File: src/hw/gcb_consts.vh
// gcb_consts.vh: constants of the global configuration control bank.
// assumes inclusion by both design files; definitions only.
`ifndef GCB_CONSTS_VH
`define GCB_CONSTS_VH

// register indexes
`define GCB_IDX_LDEV        8'h07
`define GCB_IDX_TRIG_A      8'h10
`define GCB_IDX_TRIG_B      8'h11
`define GCB_IDX_POL_HI      8'h13
`define GCB_IDX_POL_LO      8'h14
`define GCB_IDX_PINFN_A     8'h1A
`define GCB_IDX_ID_HI       8'h20
`define GCB_IDX_ID_LO       8'h21
`define GCB_IDX_OPT26       8'h26

// reset values
`define GCB_RST_LDEV        8'h00
`define GCB_RST_TRIG        8'hFF
`define GCB_RST_POL         8'h00
`define GCB_RST_PINFN       8'h00
`define GCB_RST_OPT26       8'h00
`define GCB_RST_RDATA       8'h00

// read value of unmapped indexes
`define GCB_RDATA_UNMAPPED  8'h00

// writable bit masks; reserved bits read as zero
`define GCB_MASK_TRIG_A     8'h2F
`define GCB_MASK_TRIG_B     8'hC2
`define GCB_MASK_PINFN      8'h0C
`define GCB_MASK_OPT26      8'h73

// field positions
`define GCB_BIT_OPT_UNLOCK  4
`define GCB_BIT_OPT_PORTSEL 6
`define GCB_PINFN_LSB       2
`define GCB_PINFN_MSB       3

// pin role codes
`define GCB_ROLE_MONCLK     2'h0
`define GCB_ROLE_SMBCLK     2'h1
`define GCB_ROLE_GPIO41     2'h2
`define GCB_ROLE_RESERVED   2'h3

`endif

File: src/hw/gcb_bank.v
// gcb_bank.v: global configuration control register bank.
// assumes an index/data access port already decoded by the host bus front end;
// rst is the host bus reset, straps are stable while rst is high.
// Function
// read/write logical device number register at index 07h selects visible device.
// first trigger type register resets to FFh, all level.
// first trigger bits 5,3,2,1,0: serial, keyboard, mouse, IR, IR wake; 1 level.
// second trigger bits 7,6,1: monitor, watchdog, system management; others reserved.
// sixteen polarity bits in two registers, 1 active low, reset 00h.
// host sets option bit 4 before touching trigger or polarity registers.
// pin function bits 3:2 pick pin role; test strap forces reserved.
// strap-derived bits read back the sampled strap level.
// host may overwrite strap-derived bits by ordinary writes.
// host leaves reserved registers at their default values.
// two-byte read-only chip ID; low byte steps per revision.
// host enters configuration with 87h twice at the strap-chosen port.
// with option bit 4 clear, trigger and polarity writes are ignored.
`timescale 1ns/100ps
`default_nettype none
`include "gcb_consts.vh"

module gcb_bank #(
    parameter [7:0] CHIP_ID_HI = 8'hA5, // arbitrary value
    parameter [7:0] CHIP_ID_LO = 8'h11  // arbitrary value, revision counts up
) (
    // clock and host bus reset
    input  wire        clk,
    input  wire        rst,
    // register access port
    input  wire        reg_wr,
    input  wire        reg_rd,
    input  wire [7:0]  reg_idx,
    input  wire [7:0]  reg_wdata,
    output reg  [7:0]  reg_rdata,
    output reg         reg_rvalid,
    // straps
    input  wire        config_port_select_strap,
    input  wire        factory_test_strap,
    // configuration outputs
    output wire [7:0]  logical_device_select,
    output wire [7:0]  irq_level_sel_a,
    output wire [7:0]  irq_level_sel_b,
    output wire [15:0] irq_active_low,
    output wire        config_port_select,
    output reg  [1:0]  pin_role
);

    reg [7:0] ldev_q;
    reg [7:0] trig_a_q;
    reg [7:0] trig_b_q;
    reg [7:0] pol_hi_q;
    reg [7:0] pol_lo_q;
    reg [7:0] pinfn_q;
    reg [7:0] opt26_q;
    reg       strap_done_q;
    reg [7:0] rdata_d;
    wire [1:0] role_d;
    wire      unlocked;
    wire      strap_catch;
    wire      cfg_wr;
    wire      wr_ldev;
    wire      wr_pinfn;
    wire      wr_opt26;
    wire      wr_trig_a;
    wire      wr_trig_b;
    wire      wr_pol_hi;
    wire      wr_pol_lo;

    // merge masked write data with the stored value
    function [7:0] masked;
        input [7:0] old_v;
        input [7:0] new_v;
        input [7:0] mask;
        begin
            masked = (new_v & mask) | (old_v & ~mask);
        end
    endfunction

    // true when a qualified write strobe addresses the given index
    function wr_hit;
        input       strobe;
        input [7:0] idx;
        input [7:0] target;
        begin
            wr_hit = strobe && (idx == target);
        end
    endfunction

    assign unlocked    = opt26_q[`GCB_BIT_OPT_UNLOCK];
    assign strap_catch = !rst && !strap_done_q;
    assign cfg_wr      = reg_wr && unlocked;

    // write enables, one per writable index; interrupt setup needs the unlock
    assign wr_ldev   = wr_hit(reg_wr, reg_idx, `GCB_IDX_LDEV);
    assign wr_pinfn  = wr_hit(reg_wr, reg_idx, `GCB_IDX_PINFN_A);
    assign wr_opt26  = wr_hit(reg_wr, reg_idx, `GCB_IDX_OPT26);
    assign wr_trig_a = wr_hit(cfg_wr, reg_idx, `GCB_IDX_TRIG_A);
    assign wr_trig_b = wr_hit(cfg_wr, reg_idx, `GCB_IDX_TRIG_B);
    assign wr_pol_hi = wr_hit(cfg_wr, reg_idx, `GCB_IDX_POL_HI);
    assign wr_pol_lo = wr_hit(cfg_wr, reg_idx, `GCB_IDX_POL_LO);

    // strap capture pending flag, rearmed by every reset
    always @(posedge clk) begin
        if (rst) begin
            strap_done_q <= 1'b0;
        end else begin
            strap_done_q <= 1'b1;
        end
    end

    // global option register: writable; strap caught in the first cycle after release unless a write lands then
    always @(posedge clk) begin
        if (rst) begin
            opt26_q <= `GCB_RST_OPT26;
        end else if (wr_opt26) begin
            opt26_q <= masked(opt26_q, reg_wdata, `GCB_MASK_OPT26);
        end else if (strap_catch) begin
            opt26_q[`GCB_BIT_OPT_PORTSEL] <= config_port_select_strap;
        end
    end

    // logical device number, all bits writable
    always @(posedge clk) begin
        if (rst) begin
            ldev_q <= `GCB_RST_LDEV;
        end else if (wr_ldev) begin
            ldev_q <= reg_wdata;
        end
    end

    // pin function field; reserved bits keep their value
    always @(posedge clk) begin
        if (rst) begin
            pinfn_q <= `GCB_RST_PINFN;
        end else if (wr_pinfn) begin
            pinfn_q <= masked(pinfn_q, reg_wdata, `GCB_MASK_PINFN);
        end
    end

    // first trigger type register, level after reset
    always @(posedge clk) begin
        if (rst) begin
            trig_a_q <= `GCB_RST_TRIG;
        end else if (wr_trig_a) begin
            trig_a_q <= masked(trig_a_q, reg_wdata, `GCB_MASK_TRIG_A);
        end
    end

    // second trigger type register, reserved bits untouched
    always @(posedge clk) begin
        if (rst) begin
            trig_b_q <= `GCB_RST_TRIG;
        end else if (wr_trig_b) begin
            trig_b_q <= masked(trig_b_q, reg_wdata, `GCB_MASK_TRIG_B);
        end
    end

    // polarity of channels 15 to 8
    always @(posedge clk) begin
        if (rst) begin
            pol_hi_q <= `GCB_RST_POL;
        end else if (wr_pol_hi) begin
            pol_hi_q <= reg_wdata;
        end
    end

    // polarity of channels 7 to 0
    always @(posedge clk) begin
        if (rst) begin
            pol_lo_q <= `GCB_RST_POL;
        end else if (wr_pol_lo) begin
            pol_lo_q <= reg_wdata;
        end
    end

    // read decode; reserved bits and unmapped indexes read zero
    always @* begin
        case (reg_idx)
            `GCB_IDX_LDEV:    rdata_d = ldev_q;
            `GCB_IDX_TRIG_A:  rdata_d = trig_a_q & `GCB_MASK_TRIG_A;
            `GCB_IDX_TRIG_B:  rdata_d = trig_b_q & `GCB_MASK_TRIG_B;
            `GCB_IDX_POL_HI:  rdata_d = pol_hi_q;
            `GCB_IDX_POL_LO:  rdata_d = pol_lo_q;
            `GCB_IDX_PINFN_A: rdata_d = pinfn_q;
            `GCB_IDX_ID_HI:   rdata_d = CHIP_ID_HI;
            `GCB_IDX_ID_LO:   rdata_d = CHIP_ID_LO;
            `GCB_IDX_OPT26:   rdata_d = opt26_q;
            default:          rdata_d = `GCB_RDATA_UNMAPPED;
        endcase
    end

    // registered read answer, one cycle after the strobe
    always @(posedge clk) begin
        if (rst) begin
            reg_rdata  <= `GCB_RST_RDATA;
            reg_rvalid <= 1'b0;
        end else begin
            reg_rvalid <= reg_rd;
            if (reg_rd) begin
                reg_rdata <= rdata_d;
            end
        end
    end

    // pin role decode, registered for the output
    gcb_pin_mux u_mux (
        .factory_test_strap (factory_test_strap),
        .sel                (pinfn_q[`GCB_PINFN_MSB:`GCB_PINFN_LSB]),
        .role               (role_d)
    );

    always @(posedge clk) begin
        if (rst) begin
            pin_role <= `GCB_ROLE_MONCLK;
        end else begin
            pin_role <= role_d;
        end
    end

    // configuration outputs straight from the registers
    assign logical_device_select = ldev_q;
    assign irq_level_sel_a       = trig_a_q & `GCB_MASK_TRIG_A;
    assign irq_level_sel_b       = trig_b_q & `GCB_MASK_TRIG_B;
    assign irq_active_low        = {pol_hi_q, pol_lo_q};
    assign config_port_select    = opt26_q[`GCB_BIT_OPT_PORTSEL];

endmodule
`default_nettype wire

File: src/hw/gcb_pin_mux.v
// gcb_pin_mux.v: decodes the pin function field into a pin role.
// assumes a registered select field and a sampled test strap.
`timescale 1ns/100ps
`default_nettype none
`include "gcb_consts.vh"

module gcb_pin_mux (
    // control
    input  wire       factory_test_strap,
    input  wire [1:0] sel,
    // result
    output reg  [1:0] role
);

    // test strap overrides the select field; 11 aliases monitor clock
    always @* begin
        if (factory_test_strap) begin
            role = `GCB_ROLE_RESERVED;
        end else begin
            case (sel)
                2'h1:    role = `GCB_ROLE_SMBCLK;
                2'h2:    role = `GCB_ROLE_GPIO41;
                default: role = `GCB_ROLE_MONCLK;
            endcase
        end
    end

endmodule
`default_nettype wire

File: config.mk
export PLATFORM = sky130hd
export DESIGN_NAME = gcb_bank
export DESIGN_NICKNAME = d
export VERILOG_FILES = /design/src/hw/gcb_bank.v /design/src/hw/gcb_pin_mux.v
export VERILOG_INCLUDE_DIRS = /design/src /design/src/hw
export SDC_FILE = /design/constraint.sdc
export NUM_CORES = 1
export LEC_CHECK = 0
export BUFFER_PORTS_ARGS = -buffer_cell sky130_fd_sc_hd__buf_4
export CORE_MARGIN = 2
export CORE_UTILIZATION = 25
export CTS_CLUSTER_DIAMETER = 120
export DETAILED_ROUTE_END_ITERATION = 10
export GPL_TIMING_DRIVEN = 0
export PLACE_DENSITY_LB_ADDON = 0.1
export SLEW_MARGIN = 30
export SYNTH_ARGS = -nofsm -noshare
export SYNTH_HDL_FRONTEND = slang
export SYNTH_HIERARCHICAL = 1
export SYNTH_SLANG_ARGS = --single-unit
File: constraint.sdc
create_clock -name clk -period 4.2 [get_ports clk]
set_input_delay 0.84 -clock clk [delete_from_list [all_inputs] [get_ports clk]]
set_output_delay 0.84 -clock clk [all_outputs]
set_load 0.01 [all_outputs]
==> flow_summary.json <==
{
  "intPower_uw": 696,
  "total_number_of_yosys_warnings": 6,
  "power_frac_comb_pct": 9.7,
  "cts.sink_count": 51,
  "die_area_um2": 10400,
  "route.detailed.drc": 0,
  "detailroute.via_count": 2217,
  "io_buffer_count": 63,
  "power_leakage_nw": 1.16,
  "synth.cell_area_um2": 2390,
  "synth_area_per_cell_um2": 8.85,
  "finalInstanceArea_um2": 3150,
  "worst-path-max-fanout": 10,
  "final_cell_mix": "sky130_fd_sc_hd__buf_4 (72), sky130_fd_sc_hd__dfxtp_1 (51), sky130_fd_sc_hd__nand2_1 (34), sky130_fd_sc_hd__mux2i_1 (27), sky130_fd_sc_hd__nor2_1 (27)",
  "ys_ff_latch": 51,
  "place_inst": 469,
  "routed_wirelength_mm": 7.92,
  "design.final.nets": 369,
  "cts_resized": 0,
  "grt_first_pass_wirelength_mm": 12.1,
  "final.setup_skew_ns": 0.00584,
  "worst_slew_pin_slew_ns": 0.752,
  "synth-edff-count": 0,
  "clock_latency_on_the_worst_skew_pair_ns": 0.30,
  "pin_count": 74,
  "placed_area_um2": 3050,
  "initial_util_pct": 25.8,
  "postCtsSetupRepairBufs": 0,
  "detail_route.vias_per_cell": 4.66,
  "grt_overflow_total": 0,
  "cts_buffers": 5,
  "die_height_um": 102,
  "fin_ws_ns": 1.66,
  "share_of_cells_above_drive_strength_1_pct": 25.9,
  "max_clock_freq_ghz": 0.394,
  "netlist_instances": 270,
  "critical_path_class": "primary input to flip-flop",
  "min_period_over_period_pct": 60.4,
  "yosys_most_used_dff": "sky130_fd_sc_hd__dfxtp_1",
  "worst-endpoint-required_ns": 4.38,
  "detail_route.wl_per_cell_um": 16.6,
  "worst_setup_hold_path_clk_slew_ns": 0.10,
  "place_congestion": 0.781,
  "die_w_um": 102,
  "cellPowerDensity_nw_per_um2": 290,
  "all_layer_gr_usage_pct": 15.5,
  "maxSlewHeadroom_pct": 49.7,
  "cts_htree_levels": 2,
  "antennaDiodeCount": 0,
  "worst_ir_drop_on_vdd_uv": 108,
  "hpwlAfterDp_mm": 5.92,
  "share_clk_of_total_power_pct": 37.0,
  "antenna_found_initial": 0,
  "arrival_ns": 2.72,
  "critical_path.endpoint_type": "flip-flop",
  "post-place-ws_ns": 1.34,
  "setup_viol": 0,
  "timing.max_cap.violations": 0,
  "swShare_pct": 23.9,
  "clock_tree_from_tritoncts": "done",
  "mostFrequentLayoutCell": "sky130_fd_sc_hd__buf_4",
  "maxSlewViolCount": 0,
  "synth-seq-area-share_pct": 42.7,
  "setup_total_negative_slack_ns": 0,
  "synthToLayoutAreaGrowth_pct": 32.0,
  "critPathLaunchType": "primary input",
  "firstDrtPassIters": 4,
  "cts_buffer_depth": 2,
  "via_count_of_the_first_global_routing_pass": 2124,
  "total_switching_power_uw": 219,
  "power.sequential.fraction_pct": 53.3,
  "iteration_0_drc_markers": 121,
  "final_cell_count_no_fill": 476,
  "cts_hold_repair.buffers": 0,
  "worstHoldPathType": "flip-flop to flip-flop",
  "final_critical_period_ns": 2.54,
  "yosys.cell_types.count": 47,
  "clk_root_buffer_cell": "sky130_fd_sc_hd__clkbuf_8",
  "ys_async_sr_fraction_pct": 0,
  "status": "finished, final reports clean",
  "largest_net_degree_at_the_start_of_global_routing": 15,
  "core_region_area_um2": 9240,
  "timing.final.hold_violations": 0,
  "detail-route-antenna-nets": 0,
  "std_cell_rows": 35,
  "grt_setup_unrepaired": "no"
}
-- cell families after synthesis --
| logic type | share of synthesized area [%] |
|---|---|
| AND/OR/NAND/NOR | 22.4 |
| AO/OA/AOI/OAI | 16.3 |
| flip-flops | 42.7 |
| multiplexers | 12.3 |
| buffers and inverters | 6.13 |
| other | 0.157 |
-- flip-flops by register name, indices dropped and copies added, names as in the netlist --
name	cells
pol_lo_q	8
pol_hi_q	8
pin_role	2
trig_a_q	5
reg_rdata	8
logical_device_select	8
strap_done_q	1
trig_b_q	3
reg_rvalid	1
pinfn_q	2
opt26_q	5
-- layout make-up --
class | instances | area [um2]
Timing Repair Buffer | 63 | 473
Clock buffer | 6 | 72.6
Buffer | 24 | 128
Sequential cell | 51 | 1020
Inverter | 5 | 18.8
Clock inverter | 1 | 30.0
Multi-Input combinational cell | 197 | 1250
Tap cell | 129 | 161
Fill cell | 1008 | 6090
-- synthesized netlist by cell type (all sizes together) (2+ instances only) --
library cell	number	area share [%]
nor2	29	5.0
nor4	2	0.52
a221oi	2	0.73
dfxtp	51	43
and4b	2	0.84
a311oi	2	0.73
inv	3	0.47
a22oi	4	1.3
clkinv	2	0.31
o32ai	2	0.73
o2bb2ai	2	0.73
mux2	2	0.94
a211oi	3	0.94
clkbuf	12	1.9
and3b	2	0.73
mux2i	27	11
buf	12	3.5
a32oi	3	1.1
nor2b	8	2.1
nor4b	3	2.0
a22o	4	1.5
a21oi	21	4.4
o21ai	7	1.5
nand3	14	3.1
nand2	34	5.3
a222oi	2	0.84
-- metal layers --
metal	global-route usage [%]	vias up	routed length, um
met5	0	-	0
met4	5.09	0	174
met3	2.62	14	396
met2	23.0	65	3400
met1	22.6	1031	3950
li1	-	1107	-
-- metrics by stage --
stage / utilization (%) / total power, mW / hold slack, ns
floorplan: - / 0.543 / 0.436
global placement: 33.0 / 0.588 / 0.442
detailed placement: 33.0 / 0.588 / 0.451
CTS: 34.1 / 0.930 / 0.465
global route: 34.1 / 0.954 / 0.495
finish: 34.1 / 0.915 / 0.465
-- critical path, stage by stage --
cell                      delay [ns]
sky130_fd_sc_hd__buf_4          0.14
sky130_fd_sc_hd__nor4b_4        0.70
sky130_fd_sc_hd__nand3_2        0.27
sky130_fd_sc_hd__nor2_2         0.46
sky130_fd_sc_hd__mux2i_1        0.24
sky130_fd_sc_hd__nand2_1        0.07
-- worst paths after layout --
path          startpoint           end  slack (ns)  depth (start not counted)
max           reg_idx[5]   trig_a_q[2]        1.66                          6
min           opt26_q[5]    opt26_q[5]        0.46                          2
max reg2reg  pol_lo_q[1]  reg_rdata[1]        2.66                          5
min reg2reg   opt26_q[5]    opt26_q[5]        0.46                          2
-- power groups by stage --
stage          registers, mW  logic [mW]  clock network, mW
5_1_grt                0.489      0.0969              0.369
4_1_cts                0.488      0.0892              0.353
3_3_place_gp           0.499      0.0887                  0
6_report               0.488      0.0889              0.339
2_1_floorplan          0.500      0.0423                  0
3_5_place_dp           0.499      0.0890                  0
(Power assumes the default switching activity.)
